===== src/mrpg_pkg.sv =====
// constants and types shared by the mission register and password gate block
package mrpg_pkg;
  localparam int ADDR_W = 16;
  localparam logic [15:0] OFS_DELAY = 16'h0216;
  localparam logic [15:0] OFS_DELAY_END = 16'h0218;
  localparam logic [15:0] OFS_STAMP = 16'h0219;
  localparam logic [15:0] OFS_STAMP_END = 16'h021E;
  localparam logic [15:0] OFS_MCOUNT = 16'h0220;
  localparam logic [15:0] OFS_MCOUNT_END = 16'h0222;
  localparam logic [15:0] OFS_LCOUNT = 16'h0223;
  localparam logic [15:0] OFS_LCOUNT_END = 16'h0225;
  localparam logic [15:0] OFS_PART = 16'h0226;
  localparam logic [15:0] OFS_PWCTL = 16'h0227;
  localparam logic [15:0] OFS_RPW = 16'h0228;
  localparam logic [15:0] OFS_FPW = 16'h0230;
  localparam logic [15:0] OFS_PW_END = 16'h0237;
  localparam int PW_PAGE_BYTES = 17;
  localparam int PW_BYTES = 8;
  localparam int STAMP_W = 48;
  localparam int CNT_W = 24;
  localparam int PW_W = 64;
  localparam logic [5:0] PW_LAST_BIT = 6'h3F;
  localparam logic [7:0] PW_ENABLE_PATTERN = 8'hAA;
  localparam logic [7:0] PWCTL_RESET = 8'h00;
  // part variant code: value is arbitrary
  localparam logic [7:0] PART_CODE = 8'h5C;
  localparam logic [23:0] CNT_MAX = 24'hFF_FFFF;
  localparam logic [23:0] DELAY_RESET = 24'h00_0000;
  localparam logic [16:0] PW_MASK_FULL = 17'h1_FFFF;

  typedef enum logic [2:0] {
    CMD_CHECKED_READ,
    CMD_COMMIT,
    CMD_WIPE,
    CMD_START,
    CMD_STOP,
    CMD_MEASURE
  } mrpg_cmd_t;

  typedef enum logic [2:0] {
    MS_IDLE,
    MS_DELAY,
    MS_WAIT_ALARM,
    MS_STAMP_WAIT,
    MS_LOGGING
  } mrpg_state_t;
endpackage


===== src/mrpg_top.sv =====
// mission bookkeeping registers and password gating of commands
`timescale 1ns/10ps

// Behaviour
// - Wait the programmed minutes after start before first sample or alarm testing.
// - Start delay is a 24-bit minute count, low byte at the first address.
// - In start-on-alarm mode the whole delay expires before alarm testing.
// - Start-delay bytes are readable always, writes refused during a mission.
// - Six read-only BCD bytes hold the time of the first mission sample; with start-on-alarm, of the sample after the alarm-triggered one.
// - Read-only 24-bit mission count rises on each mission log wake except the alarm-triggered first log; alarm-test wakes do not count.
// - The record wipe command zeroes the mission count.
// - Lifetime count rises on mission log wakes and on alarm-test wakes.
// - Outside a mission, each manual measure command raises the lifetime count.
// - Lifetime count is 24-bit unsigned, topping out at 16,777,215.
// - A read-only byte holds a fixed part variant code.
// - Manual measure needs no password; staging buffer writes need an open commit window.
// - Checking is on only when the control byte is 10101010; default differs.
// - With checking off, any 64-bit password is accepted.
// - With checking on, password or control changes need the full password.
// - Password bytes are write-only and read back as zero.
// - Passwords cannot change while a mission is running.
// - Read password, bit 0 first, unlocks only the checked memory read.
// - Checked read takes either password; commit, wipe, start, stop need full password or checking off.
// - Start-on-alarm chooses immediate or delayed logging versus alarm-triggered logging.
// - Mission-active flag is set while a mission runs and cleared at its end.
module mrpg_top (
  input wire logic CLK,
  input wire logic NRST,
  input wire logic CMD_VALID,
  input wire logic [2:0] CMD_CODE,
  input wire logic PW_BIT_VALID,
  input wire logic PW_BIT,
  input wire logic [15:0] MEM_ADDR,
  input wire logic MEM_RD,
  input wire logic MEM_WR,
  input wire logic [7:0] MEM_WDATA,
  input wire logic COMMIT_END,
  input wire logic START_ON_ALARM,
  input wire logic MINUTE_TICK,
  input wire logic SAMPLE_TICK,
  input wire logic ALARM_HIT,
  input wire logic [47:0] RTC_TIME,
  output logic [7:0] MEM_RDATA,
  output logic MEM_RVALID,
  output logic CMD_DONE,
  output logic CMD_OK,
  output logic COMMIT_OPEN,
  output logic MISSION_ACTIVE,
  output logic WAITING_ALARM,
  output logic WAKE_MEASURE,
  output logic LOG_SAMPLE
);
  // command and password collection
  logic collecting_q;
  logic [5:0] bit_cnt_q;
  logic [63:0] pw_shift_q;
  mrpg_pkg::mrpg_cmd_t pend_cmd_q;
  logic exec_q;
  // registers
  logic [23:0] start_delay_q;
  logic [47:0] stamp_q;
  logic [23:0] mission_cnt_q;
  logic [23:0] life_cnt_q;
  logic [7:0] pw_ctl_q;
  logic [63:0] read_pw_q;
  logic [63:0] full_pw_q;
  logic [7:0] pw_stage_q [mrpg_pkg::PW_PAGE_BYTES];
  logic [16:0] pw_mask_q;
  // mission sequencing
  mrpg_pkg::mrpg_state_t state_q;
  logic [23:0] delay_cnt_q;
  logic start_on_alarm_q;

  logic check_on, full_ok, read_ok, grant, measure_cmd;
  logic mission_sample, alarm_test, first_alarm_log, stamp_now, life_inc;
  logic [15:0] rel;
  logic [7:0] rd_byte;

  assign check_on = (pw_ctl_q == mrpg_pkg::PW_ENABLE_PATTERN);
  assign full_ok = !check_on || (pw_shift_q == full_pw_q);
  assign read_ok = full_ok || (pw_shift_q == read_pw_q);
  assign measure_cmd = CMD_VALID && (CMD_CODE == mrpg_pkg::CMD_MEASURE);

  // a denied command changes nothing because every effect keys off grant
  always_comb begin
    grant = 1'b0;
    if (exec_q) begin
      unique case (pend_cmd_q)
        mrpg_pkg::CMD_CHECKED_READ: grant = read_ok;
        mrpg_pkg::CMD_COMMIT: grant = full_ok;
        mrpg_pkg::CMD_WIPE: grant = full_ok && !MISSION_ACTIVE;
        mrpg_pkg::CMD_START: grant = full_ok && !MISSION_ACTIVE;
        mrpg_pkg::CMD_STOP: grant = full_ok && MISSION_ACTIVE;
        default: grant = 1'b0;
      endcase
    end
  end

  // password bits arrive bit 0 first and end up in bit 0 of the shifter
  always_ff @(posedge CLK or negedge NRST) begin
    if (!NRST) begin
      collecting_q <= 1'b0;
      bit_cnt_q <= 6'h00;
      pw_shift_q <= 64'h0000_0000_0000_0000;
      pend_cmd_q <= mrpg_pkg::CMD_CHECKED_READ;
      exec_q <= 1'b0;
    end else begin
      exec_q <= 1'b0;
      if (CMD_VALID) begin
        collecting_q <= (CMD_CODE <= 3'(mrpg_pkg::CMD_STOP));
        bit_cnt_q <= 6'h00;
        pend_cmd_q <= mrpg_pkg::mrpg_cmd_t'(CMD_CODE);
      end else if (collecting_q && PW_BIT_VALID) begin
        pw_shift_q <= {PW_BIT, pw_shift_q[63:1]};
        bit_cnt_q <= bit_cnt_q + 6'h01;
        if (bit_cnt_q == mrpg_pkg::PW_LAST_BIT) begin
          collecting_q <= 1'b0;
          exec_q <= 1'b1;
        end
      end
    end
  end

  always_ff @(posedge CLK or negedge NRST) begin
    if (!NRST) begin
      CMD_DONE <= 1'b0;
      CMD_OK <= 1'b0;
    end else begin
      CMD_DONE <= exec_q || measure_cmd;
      if (exec_q || measure_cmd) begin
        CMD_OK <= grant || (measure_cmd && !MISSION_ACTIVE);
      end
    end
  end

  always_ff @(posedge CLK or negedge NRST) begin
    if (!NRST) begin
      COMMIT_OPEN <= 1'b0;
    end else if (grant && pend_cmd_q == mrpg_pkg::CMD_COMMIT) begin
      COMMIT_OPEN <= 1'b1;
    end else if (COMMIT_END) begin
      COMMIT_OPEN <= 1'b0;
    end
  end

  assign rel = MEM_ADDR - mrpg_pkg::OFS_PWCTL;

  // start delay is written directly by the commit, refused during a mission
  always_ff @(posedge CLK or negedge NRST) begin
    if (!NRST) begin
      start_delay_q <= mrpg_pkg::DELAY_RESET;
    end else if (COMMIT_OPEN && MEM_WR && !MISSION_ACTIVE) begin
      if (MEM_ADDR == mrpg_pkg::OFS_DELAY) begin
        start_delay_q[7:0] <= MEM_WDATA;
      end else if (MEM_ADDR == mrpg_pkg::OFS_DELAY + 16'h0001) begin
        start_delay_q[15:8] <= MEM_WDATA;
      end else if (MEM_ADDR == mrpg_pkg::OFS_DELAY_END) begin
        start_delay_q[23:16] <= MEM_WDATA;
      end
    end
  end

  // control byte and passwords are staged and only take effect as a whole page
  always_ff @(posedge CLK or negedge NRST) begin
    if (!NRST) begin
      pw_ctl_q <= mrpg_pkg::PWCTL_RESET;
      read_pw_q <= 64'h0000_0000_0000_0000;
      full_pw_q <= 64'h0000_0000_0000_0000;
      pw_mask_q <= 17'h0_0000;
      for (int i = 0; i < mrpg_pkg::PW_PAGE_BYTES; i++) begin
        pw_stage_q[i] <= 8'h00;
      end
    end else begin
      if (grant && pend_cmd_q == mrpg_pkg::CMD_COMMIT) begin
        pw_mask_q <= 17'h0_0000;
      end else if (COMMIT_OPEN && COMMIT_END) begin
        if (pw_mask_q == mrpg_pkg::PW_MASK_FULL && !MISSION_ACTIVE) begin
          pw_ctl_q <= pw_stage_q[0];
          for (int i = 0; i < mrpg_pkg::PW_BYTES; i++) begin
            read_pw_q[8*i +: 8] <= pw_stage_q[1 + i];
            full_pw_q[8*i +: 8] <= pw_stage_q[1 + mrpg_pkg::PW_BYTES + i];
          end
        end
        pw_mask_q <= 17'h0_0000;
      end else if (COMMIT_OPEN && MEM_WR && MEM_ADDR >= mrpg_pkg::OFS_PWCTL
                   && MEM_ADDR <= mrpg_pkg::OFS_PW_END) begin
        pw_stage_q[rel[4:0]] <= MEM_WDATA;
        pw_mask_q[rel[4:0]] <= 1'b1;
      end
    end
  end

  // wake classification for the current cycle
  always_comb begin
    alarm_test = 1'b0;
    first_alarm_log = 1'b0;
    stamp_now = 1'b0;
    mission_sample = 1'b0;
    unique case (state_q)
      mrpg_pkg::MS_IDLE: ;
      mrpg_pkg::MS_DELAY: begin
        if (delay_cnt_q == mrpg_pkg::DELAY_RESET && !start_on_alarm_q) begin
          stamp_now = 1'b1;
          mission_sample = 1'b1;
        end
      end
      mrpg_pkg::MS_WAIT_ALARM: begin
        alarm_test = SAMPLE_TICK;
        first_alarm_log = SAMPLE_TICK && ALARM_HIT;
      end
      mrpg_pkg::MS_STAMP_WAIT: begin
        stamp_now = SAMPLE_TICK;
        mission_sample = SAMPLE_TICK;
      end
      mrpg_pkg::MS_LOGGING: mission_sample = SAMPLE_TICK;
    endcase
    life_inc = mission_sample || alarm_test || (measure_cmd && !MISSION_ACTIVE);
  end

  always_ff @(posedge CLK or negedge NRST) begin
    if (!NRST) begin
      state_q <= mrpg_pkg::MS_IDLE;
      delay_cnt_q <= mrpg_pkg::DELAY_RESET;
      start_on_alarm_q <= 1'b0;
      MISSION_ACTIVE <= 1'b0;
      WAITING_ALARM <= 1'b0;
    end else if (grant && pend_cmd_q == mrpg_pkg::CMD_START) begin
      state_q <= mrpg_pkg::MS_DELAY;
      delay_cnt_q <= start_delay_q;
      start_on_alarm_q <= START_ON_ALARM;
      MISSION_ACTIVE <= 1'b1;
      WAITING_ALARM <= START_ON_ALARM;
    end else if (grant && pend_cmd_q == mrpg_pkg::CMD_STOP) begin
      state_q <= mrpg_pkg::MS_IDLE;
      MISSION_ACTIVE <= 1'b0;
    end else begin
      unique case (state_q)
        mrpg_pkg::MS_IDLE: ;
        mrpg_pkg::MS_DELAY: begin
          if (delay_cnt_q == mrpg_pkg::DELAY_RESET) begin
            state_q <= start_on_alarm_q ? mrpg_pkg::MS_WAIT_ALARM : mrpg_pkg::MS_LOGGING;
          end else if (MINUTE_TICK) begin
            delay_cnt_q <= delay_cnt_q - 24'h00_0001;
          end
        end
        mrpg_pkg::MS_WAIT_ALARM: begin
          if (first_alarm_log) begin
            state_q <= mrpg_pkg::MS_STAMP_WAIT;
            WAITING_ALARM <= 1'b0;
          end
        end
        mrpg_pkg::MS_STAMP_WAIT: begin
          if (SAMPLE_TICK) begin
            state_q <= mrpg_pkg::MS_LOGGING;
          end
        end
        mrpg_pkg::MS_LOGGING: ;
      endcase
    end
  end

  always_ff @(posedge CLK or negedge NRST) begin
    if (!NRST) begin
      WAKE_MEASURE <= 1'b0;
      LOG_SAMPLE <= 1'b0;
    end else begin
      WAKE_MEASURE <= life_inc;
      LOG_SAMPLE <= mission_sample || first_alarm_log;
    end
  end

  always_ff @(posedge CLK or negedge NRST) begin
    if (!NRST) begin
      stamp_q <= 48'h0000_0000_0000;
      mission_cnt_q <= 24'h00_0000;
    end else if (grant && pend_cmd_q == mrpg_pkg::CMD_WIPE) begin
      stamp_q <= 48'h0000_0000_0000;
      mission_cnt_q <= 24'h00_0000;
    end else begin
      if (stamp_now) begin
        stamp_q <= RTC_TIME;
      end
      if (mission_sample) begin
        mission_cnt_q <= mission_cnt_q + 24'h00_0001;
      end
    end
  end

  always_ff @(posedge CLK or negedge NRST) begin
    if (!NRST) begin
      life_cnt_q <= 24'h00_0000;
    end else if (life_inc && life_cnt_q != mrpg_pkg::CNT_MAX) begin
      life_cnt_q <= life_cnt_q + 24'h00_0001;
    end
  end

  // read map; password bytes and holes read zero
  always_comb begin
    logic [15:0] off;
    off = 16'h0000;
    rd_byte = 8'h00;
    if (MEM_ADDR >= mrpg_pkg::OFS_DELAY && MEM_ADDR <= mrpg_pkg::OFS_DELAY_END) begin
      off = MEM_ADDR - mrpg_pkg::OFS_DELAY;
      rd_byte = start_delay_q[{off[1:0], 3'b000} +: 8];
    end else if (MEM_ADDR >= mrpg_pkg::OFS_STAMP && MEM_ADDR <= mrpg_pkg::OFS_STAMP_END) begin
      off = MEM_ADDR - mrpg_pkg::OFS_STAMP;
      rd_byte = stamp_q[{off[2:0], 3'b000} +: 8];
    end else if (MEM_ADDR >= mrpg_pkg::OFS_MCOUNT && MEM_ADDR <= mrpg_pkg::OFS_MCOUNT_END) begin
      off = MEM_ADDR - mrpg_pkg::OFS_MCOUNT;
      rd_byte = mission_cnt_q[{off[1:0], 3'b000} +: 8];
    end else if (MEM_ADDR >= mrpg_pkg::OFS_LCOUNT && MEM_ADDR <= mrpg_pkg::OFS_LCOUNT_END) begin
      off = MEM_ADDR - mrpg_pkg::OFS_LCOUNT;
      rd_byte = life_cnt_q[{off[1:0], 3'b000} +: 8];
    end else if (MEM_ADDR == mrpg_pkg::OFS_PART) begin
      rd_byte = mrpg_pkg::PART_CODE;
    end else if (MEM_ADDR == mrpg_pkg::OFS_PWCTL) begin
      rd_byte = pw_ctl_q;
    end else begin
      rd_byte = 8'h00;
    end
  end

  always_ff @(posedge CLK or negedge NRST) begin
    if (!NRST) begin
      MEM_RDATA <= 8'h00;
      MEM_RVALID <= 1'b0;
    end else begin
      MEM_RVALID <= MEM_RD;
      if (MEM_RD) begin
        MEM_RDATA <= rd_byte;
      end
    end
  end
endmodule


===== config.mk =====
export PLATFORM = sky130hd
export DESIGN_NAME = mrpg_top
export DESIGN_NICKNAME = d
export VERILOG_FILES = /design/src/mrpg_pkg.sv /design/src/mrpg_top.sv
export SDC_FILE = /design/constraint.sdc
export NUM_CORES = 1
export LEC_CHECK = 0
export BUFFER_PORTS_ARGS = -buffer_cell sky130_fd_sc_hd__buf_4
export CAP_MARGIN = 20
export CORE_MARGIN = 2
export CORE_UTILIZATION = 55
export DETAILED_ROUTE_END_ITERATION = 7
export PLACE_DENSITY = 0.72
export REMOVE_ABC_BUFFERS = 1
export SLEW_MARGIN = 40
export SYNTH_ARGS = -nofsm -noshare
export SYNTH_HDL_FRONTEND = slang
export SYNTH_SLANG_ARGS = --single-unit

===== constraint.sdc =====
create_clock -name CLK -period 4.6 [get_ports CLK]
set_clock_uncertainty 0.15 [all_clocks]
set_input_delay 0.46 -clock CLK [delete_from_list [all_inputs] [get_ports CLK]]
set_output_delay 0.46 -clock CLK [all_outputs]
set_load 0.02 [all_outputs]

---- Word level (Yosys, flattened, before mapping) ----
Index checks and enable logic that the tools add are counted.
W data, S select, Z words.
operators by class
  multiplexer cells ....................... 53
  reduce and logical (&&, ||, !) cells .... 60
  add/sub/neg operators ................... 9
  shift-type cells ........................ 4
  magnitude comparators ................... 15
  bitwise logic cells ..................... 7
  eq/ne operators ......................... 25
operator list
  operator                 count
  $mux W24                 7
  $bwmux W136              1
  $eq A64 B64 Y1           2
  $mux W48                 2
  $eq A16 B10 Y1 const B   5
  $ge A16 B10 Y1 const B   5
  $le A16 B10 Y1 const B   5
  $shiftx A24 B6 Y8        3
  $mux W8                  7
  $mux W17                 3
  $add A24 B1 Y24 const B  2
  $shiftx A48 B7 Y8        1
  $demux W8 S5             1
  $logic_and A1 B1 Y1      24
  $logic_not A24 Y1        1
  $ne A24 B24 Y1 const B   1
  $sub A24 B1 Y24 const B  1
  $reduce_bool A2 Y1       10
  $mux W1                  19
  $mux W3                  6
  $eq A17 B17 Y1 const B   1
  $or A17 B17 Y17          1
  $eq A3 B2 Y1 const B     4
  $mux W6                  2
  other kinds (32)         59
storage, ports and cells
  output and inout port bits .............. 16
  input bits .............................. 87
  register bits ........................... 528

---- Depth between registers and ports, before layout ----
Gate-level depths: netlist of the first run.
  word-level depth ........................ 9
  gate-level depth with buffers ........... 12
  mapped depth without buffers ............ 9

---- Worst setup path before layout of the first run ----
Ideal clock, no wire load.
  path kind ............................... input-to-reg
  start point ............................. in MEM_ADDR[0]
  end point ............................... reg MEM_RDATA[2]
  data required time ...................... 4.319 ns
  buffers on the path ..................... 4
  cell stages on the path ................. 11
  data arrival time ....................... 3.297 ns
  path slack .............................. 1.022 ns
  cells stage by stage .................... clkbuf_1 buf_1 clkinv_1 ha_1 clkbuf_1 clkbuf_1 mux4_2 a22oi_1 nor2_1 a21oi_1 o21ai_0
on the way
  longest elaborated chain between the ends .. 7
RTL lines
  what                                                   line             text
  start: declaration                                     mrpg_top.sv:33   input wire logic [15:0] MEM_ADDR,
  branches (longest 6 deep; another with $sub A2 B2 Y2)  n/a
  $mux W8 (*)                                            mrpg_top.sv:302  if (MEM_ADDR >= mrpg_pkg::OFS_DELAY && MEM_ADDR <= mrpg_pkg::OFS_DELAY_END) begin
  end signal: assignment                                 mrpg_top.sv:330  MEM_RDATA <= rd_byte;
  end: declaration                                       mrpg_top.sv:43   output logic [7:0] MEM_RDATA,
Mark *: on every way between the ends.
A chain may end at the register's enable or synchronous reset.

---- Final worst setup path of the first run ----
  start point ............................. reg delay_cnt_q[8]
  end point ............................... reg mission_cnt_q[13]
on the way
  longest elaborated chain between the ends .. 5
RTL lines
  what                                 line             text
  start: declaration                   mrpg_top.sv:71   logic [23:0] delay_cnt_q;
  start signal: assignment             mrpg_top.sv:223  delay_cnt_q <= mrpg_pkg::DELAY_RESET;
  start signal: assignment             mrpg_top.sv:229  delay_cnt_q <= start_delay_q;
  start signal: assignment             mrpg_top.sv:243  delay_cnt_q <= delay_cnt_q - 24'h00_0001;
  $logic_not A24 Y1                    mrpg_top.sv:202  if (delay_cnt_q == mrpg_pkg::DELAY_RESET && !start_on_alarm_q) begin
  $logic_and A1 B1 Y1                  mrpg_top.sv:202
  $mux W1                              mrpg_top.sv:202
  $pmux W1 S2                          mrpg_top.sv:199  unique case (state_q)
  $reduce_bool A2 Y1 (no source line)  n/a
  end signal: assignment               mrpg_top.sv:284  mission_cnt_q <= mission_cnt_q + 24'h00_0001;
  end: declaration                     mrpg_top.sv:62   logic [23:0] mission_cnt_q;
No other way between the ends.

==> results.cfg, run 1 <==
[status]
status = finished clean

[cts]
insertion_delay_ns = 0.62
cts_buffers = 56
clkTransAtPathRegs_ns = 0.06
cts.path.max_buffers = 3
htree_levels = 2
cts_tree = built
clockRootBuffer = clkbuf_16
cts.sinks = 528

[route]
ant_nets = 0
avgViaCountPerCell = 6.046
dr.pass1.iters = 5
wire_per_inst_um = 22.32
vias = 17164
initialDrtViolationCount = 1430
drc_errors = 0
drt-total-wl_um = 63370

[sta]
tightestPinTransition_ns = 0.7934
slew_viol_final = 0
setup_ws_ns = 0.8455
setup_viol = 0
hold_viol = 0
fmax_mhz = 266.3
max_slew_margin_pct = 46.91
rsz0062_at_grt = false
fin_crit_sh_pct = 81.62
fin_crit_ns = 3.754

[worst_setup_path]
worst-path-buf-inv = 0
start_kind = flop
arrival_ns = 4.09
regToRegStartpoint = delay_cnt_q[8]
crit_chain = or4_1, or4_1, o41a_1, o21ai_2, nand4_1, xor2_1, nor2_1
r2r_cells = 7
slowest_stage = or4_1
slowest_delay_ns = 0.72
critPathRequiredTime_ns = 4.94
crit_top_cell = or4_1
rrSetupSlack_ns = 0.85
path_max_fanout = 14
cp-end-kind = flop
path_delay_family = simple AND/OR/NAND/NOR gates
path_class = flop to flop
r2r_end = mission_cnt_q[13]

[logic_synthesis]
synthCells = 2082
yosysWarnings = 0
synthMuxAreaShare_pct = 18.93
synth_ff_type = dfrtp_1
async_flop_share_pct = 100.0
synth_compound_area_share_pct = 7.242
synth_xor_area_share_pct = 6.390
synth_fa_ha_area_share_pct = 0.5579
syn_avg_cell_area_um2 = 11.85
ys_seq_area_share_pct = 53.56
synth_edf_count = 0
syn_area_um2 = 24670
synth_top_family_by_area = multiplexers
synth_seq_cells = 528
yosys.cell_types.count = 75
yosys.area_share.simple_pct = 10.99

[floorplan]
rows = 77
core_um2 = 44220
dieArea_um2 = 46570
ios = 103
dieHeight_um = 215.8
start_util_pct = 55.79
chipWidth_um = 215.8

[worst_hold_path]
min_path_cells = 3
min_from = COMMIT_END
hp-class = primary input to flop
holdPathEnd = COMMIT_OPEN

[power_and_ir_drop]
total_power_w = 0.01024
power.leakage_nw = 13.59
p_clk_share_pct = 42.7
pwr-share-comb_pct = 8.9
power_frac_seq_pct = 48.4
p_sw_share_pct = 25.03
internal_power_w = 0.007674
ir_drop_v = 0.0002836
power_density_nw_per_um2 = 360.4
p_switching_w = 0.002562

[grt]
antenna_found_initial = 0
track_usage_pct = 27.58
use_met1_pct = 39.11
grt_pass1_wl_um = 100700
top_usage_layer = met2
met3_usage_pct = 3.594
overflow = 0
grt_max_degree = 118
grt_use_met2_pct = 44.64
grt_pass1_vias = 17528

[placed_design]
pre_cts_ws_ns = 0.6598
dp.cells = 2682
port_buffers = 102
place.gp.congestion = 0.9084
hpwl_um = 42190

[finish]
area_delta_synth_final_pct = 15.12
final_cells = 2839
drive_gt1_share_pct = 27.37
num-fill-cells = 3345
final_util_pct = 64.22
final_nets = 2305
antenna_cells = 0

[run]
cap_violations = 0
-- through the flow --
stage / cell area (µm²) / hold WS (ns) / setup TNS [ns]
after floorplan: 24150 / 0.01441 / -232.67
after global placement: 26000 / 0.3084 / 0
after detailed placement: 26020 / 0.3204 / 0
after CTS: 28370 / 0.01539 / 0
after global routing: 28400 / 0.03959 / 0
final: 28400 / 0.04998 / 0
-- per-layer routing --
layer,vias up,share of wire (%)
li1,7677,-
met1,8876,45
met2,507,48
met3,104,5.3
met4,0,2.5
met5,-,0
-- worst max-delay path by stage --
stage                              start                 to  slack, ns  cells past startpoint
after floorplan              pw_ctl_q[0]       full_pw_q[0]      -1.62                      5
after global placement      MEM_ADDR[15]     pw_stage_q[71]       0.70                      9
after detailed placement    MEM_ADDR[15]     pw_stage_q[66]       0.66                      9
after CTS                 pw_shift_q[42]      full_pw_q[26]       0.85                      9
after global routing      delay_cnt_q[9]     life_cnt_q[15]       0.73                      7
final                     delay_cnt_q[8]  mission_cnt_q[13]       0.85                      7
-- timing repair --
action	CTS	global route
gates resized for setup	0	0
endpoints found under the hold margin	154	0
endpoints found under the setup margin	0	0
setup buffers	0	0
hold buffers	58	0
-- area by class of cell --
class | count | area (µm²) | share of cell area, %
sequential | 528 | 13210 | 46.52
multi-input combinational | 1413 | 10930 | 38.50
clock buffer | 90 | 1659 | 5.842
inverter | 16 | 60.06 | 0.2115
clock inverter | 8 | 105.1 | 0.3701
timing repair buffer | 192 | 1689 | 5.948
tap | 592 | 740.7 | 2.608
-- synthesized netlist by cell type (all sizes together), types with 20 or more instances --
cell	count	share of area, %
a21oi	92	1.9
xor2	57	2.0
nor3	43	1.1
nor4	24	0.61
dfrtp	528	54
clkbuf	97	1.5
o21ai	46	1.0
buf	28	0.62
nand2	165	2.5
mux2	364	17
xnor2	123	4.4
nand4	55	1.4
nand3	38	0.77
mux2i	39	1.6
a21o	20	0.61
nor2	111	1.7
-- state kept, by name (all words and copies together) (netlist names), 3 cells and up --
name / flops
life_cnt_q: 24
mission_cnt_q: 24
bit_cnt_q: 6
pw_stage_q: 136
pw_shift_q: 64
stamp_q: 48
delay_cnt_q: 24
start_delay_q: 24
state_q: 3
read_pw_q: 64
MEM_RDATA: 8
pw_ctl_q: 8
pend_cmd_q: 3
pw_mask_q: 17
full_pw_q: 64
-- worst reg2reg max path, stage by stage, from the launching register on --
cell and delay (ns):
dfrtp_1 0.42, or4_1 0.64, or4_1 0.72, o41a_1 0.62, o21ai_2 0.61, nand4_1 0.24, xor2_1 0.18, nor2_1 0.05
-- placed cells by master, fill, tap and decap left out, types with 37 or more instances in the layout --
cell and instances:
a21oi_1 90, buf_4 126, clkbuf_16 56, dfrtp_1 528, dlygate4sd3_1 58, mux2_2 364
mux2i_1 39, nand2_1 165, nand3_1 38, nand4_1 55, nor2_1 108, o21ai_0 37
xnor2_1 123, xor2_1 57
-- logic make-up after synthesis --
| family | after synthesis |
|---|---|
| and+or+nand+nor | 540 |
| DFF | 528 |
| muxes | 411 |
| AOI/OAI and AO/OA | 271 |
| xor gates and xnor gates | 180 |
| buffers and inverters | 141 |
| adders and majority gates | 11 |
-- power groups by stage --
stage / registers [W] / logic [W] / clock network (W)
2_1_floorplan: 0.00498 / 0.000465 / 0
3_3_place_gp: 0.00502 / 0.000837 / 0
3_5_place_dp: 0.00502 / 0.000860 / 0
4_1_cts: 0.00495 / 0.000903 / 0.00442
5_1_grt: 0.00497 / 0.000998 / 0.00462
6_report: 0.00495 / 0.000914 / 0.00437
Note: power is estimated with default switching activity, not from simulation.
==> run 2, diff against run 1 <==
ABC_AREA = 1   (was not set)
PLACE_DENSITY = 0.75   (was 0.72)
clock period = 3.35 ns   (was 4.6 ns; I/O delays follow)
==> run 2 against run 1 <==
Against the previous run: first-iteration DRC count increased by 76%; via count increased by 36%; sequential share of layout area decreased by 3.9 points; worst hold slack got worse by 0.027 ns; critical path depth increased by 10; die area increased by 8.7%; global-route usage increased by 2.2 points; combinational power increased by 110%; clock power increased by 54%; design area increased by 9.1%; critical path type unchanged.
==> results.cfg, run 2 <==
[grt]
antenna_found_initial = 1
track_usage_pct = 29.77
grt_max_degree = 119
grt_pass1_wl_um = 119500
overflow = 0
grt_pass1_vias = 22369

[placed_design]
placedInstanceArea_um2 = 28260
hpwl_um = 47570
pre_cts_ws_ns = 0.2656
place.gp.congestion = 0.9533
port_buffers = 102
dp.cells = 4128

[finish]
drive_gt1_share_pct = 10.11
largest_reg_flops = 136
final_cell_mix = 1448 x nand2_1, 528 x dfrtp_1, 345 x inv_1
area_delta_synth_final_pct = 15.45
final_common_cell = nand2_1
finalInstanceArea_um2 = 31000
final_cells = 4304
final_nets = 3742
largest_register = pw_stage_q

[worst_setup_path]
critPathRequiredTime_ns = 3.70
path_class = flop to flop
rrSetupSlack_ns = 0.28
arrival_ns = 3.42
path_max_fanout = 40
cp-end-kind = flop
regToRegStartpoint = pw_shift_q[32]
start_kind = flop
r2r_end = pw_stage_q[53]
r2r_cells = 17

[logic_synthesis]
ys_seq_area_share_pct = 49.21
synth_ff_type = dfrtp_1
yosys.cell_types.count = 51
yosys.area.top_type_share_pct = 49.21
synth_most_common_cell = nand2_1
synth_top_area_cell = dfrtp_1
synth_seq_cells = 528
async_flop_share_pct = 100.0
ys_top_cells_by_area = dfrtp_1 49%, nand2_1 20%, inv_1 4.8%
synth_common_cells = 1451 x nand2_1, 528 x dfrtp_1, 345 x inv_1
syn_avg_cell_area_um2 = 7.682
syn_area_um2 = 26850
synthCells = 3495
yosysWarnings = 0
synth_edf_count = 0

[route]
drc_errors = 0
initialDrtViolationCount = 2517
wire_per_inst_um = 17.09
drt-total-wl_um = 73540
dr.pass1.iters = 6
vias = 23266
ant_nets = 0
avgViaCountPerCell = 5.406

[sta]
slew_viol_final = 0
whs_ns = 0.02260
fin_crit_ns = 3.073
tightestPinTransition_ns = 0.6665
hold_viol = 0
max_slew_margin_pct = 55.43
fmax_mhz = 325.4
setup_viol = 0
fin_crit_sh_pct = 91.73
rsz0062_at_grt = false
setup_ws_ns = 0.2770

[floorplan]
core_um2 = 47950
start_util_pct = 55.99
dieArea_um2 = 50600
rows = 80
ios = 103
chipWidth_um = 224.9
dieHeight_um = 224.9

[cts]
insertion_delay_ns = 0.64
cts.path.max_buffers = 3
clkTransAtPathRegs_ns = 0.06
htree_levels = 2
clockRootBuffer = clkbuf_16
cts_tree = built
cts.sinks = 528
cts_buffers = 56

[worst_hold_path]
hp-class = primary input to flop
holdPathEnd = LOG_SAMPLE
min_from = SAMPLE_TICK
min_path_cells = 5

[status]
status = finished clean

[power_and_ir_drop]
power_density_nw_per_um2 = 504.1
power.leakage_nw = 16.83
ir_drop_v = 0.0004288

[run]
cap_violations = 0
## run 2: cell types whose count changed after synthesis, sizes merged, moves of 18 or more
| cell | before | now |
|---|---|---|
| clkbuf | 97 | 62 |
| xnor2 | 123 | 36 |
| a21o | 20 | 0 |
| mux2i | 39 | 1 |
| mux2 | 364 | 33 |
| nor2 | 111 | 230 |
| a21oi | 92 | 43 |
| nor2b | 18 | 0 |
| nand2 | 165 | 1457 |
| and3 | 18 | 0 |
| o21ai | 46 | 220 |
| buf | 28 | 65 |
| nand3 | 38 | 201 |
| inv | 14 | 366 |
## run 2: worst max-delay path by stage
| stage | end | slack (ns) | cells after the start | start |
|---|---|---|---|---|
| 2_1_floorplan | full_pw_q[0] | -7.13 | 6 | COMMIT_OPEN |
| 3_3_place_gp | life_cnt_q[16] | 0.29 | 14 | delay_cnt_q[0] |
| 3_5_place_dp | life_cnt_q[16] | 0.27 | 14 | delay_cnt_q[0] |
| 4_1_cts | life_cnt_q[16] | 0.25 | 14 | delay_cnt_q[0] |
| 5_1_grt | life_cnt_q[6] | 0.08 | 14 | delay_cnt_q[0] |
| 6_report | pw_stage_q[53] | 0.28 | 17 | pw_shift_q[32] |
## run 2: critical path, stage by stage (launching register included)
cell,delay [ns]
dfrtp_1,0.38
inv_1,0.24
nand2_1,0.08
nand2_1,0.07
nor2_1,0.04
nand2_1,0.07
nor2_1,0.04
nand2_1,0.12
nor2_1,0.07
nand2_1,0.08
nand2_1,0.05
nand2_1,0.06
nand2_2,0.13
nand3_4,0.25
buf_4,0.50
nand4_2,0.36
nand2_1,0.15
nand2_1,0.07
## run 2: logic make-up (layout without fill, tap and decap cells)
group | count (synthesis) | after routing | share of synthesized area, %
DFF | 528 | 528 | 49.21
adders and majority gates | 11 | 11 | 0.5126
AOI/OAI and AO/OA | 312 | 312 | 6.268
buffers and inverters | 497 | 690 | 7.429
and+or+nand+nor | 2014 | 2014 | 31.92
other | 0 | 1 | 0
muxes | 34 | 34 | 1.421
xor gates and xnor gates | 99 | 99 | 3.230
## run 2: where the power goes
| part | leakage [nW] | total, W | internal, W | switching (W) |
|---|---|---|---|---|
| combinational | 8.66 | 0.00188 | 0.000665 | 0.00121 |
| clock | 0.994 | 0.00672 | 0.00404 | 0.00268 |
| sequential | 7.18 | 0.00703 | 0.00668 | 0.000346 |
## run 2: layout make-up
class	count	area, µm²
flip-flops and latches	528	13210
repair buffers	218	1942
diodes	1	2.502
inverters	370	1393
fillers	3982	16950
clock inverters	24	364.1
clock buffers	78	1644
well taps	615	769.5
multi-input cells	2470	11670
## run 2: per-layer routing
metal  share of wire, %  vias to the layer above  global-route usage, %
met5                  0                        -                      0
li1                   -                    11257                      -
met1                 43                    10994                  40.89
met3                6.4                      173                  4.420
met4                4.2                        0                  12.65
met2                 46                      842                  47.44
## run 2: what timing repair did
item | CTS | global route
endpoints found under the setup margin | 0 | 1
hold buffers | 69 | 0
buffers inserted | 0 | 4
gates resized for setup | 0 | 2
endpoints found under the hold margin | 342 | 0
## run 2: stage by stage
stage,power [W],utilization [%],TNS [ns]
floorplan,0.008088,-,-1079.08
global placement,0.008866,58.94,0
detailed placement,0.008892,58.94,0
CTS,0.01566,64.57,0
global route,0.01623,64.65,0
finish,0.01563,64.65,0
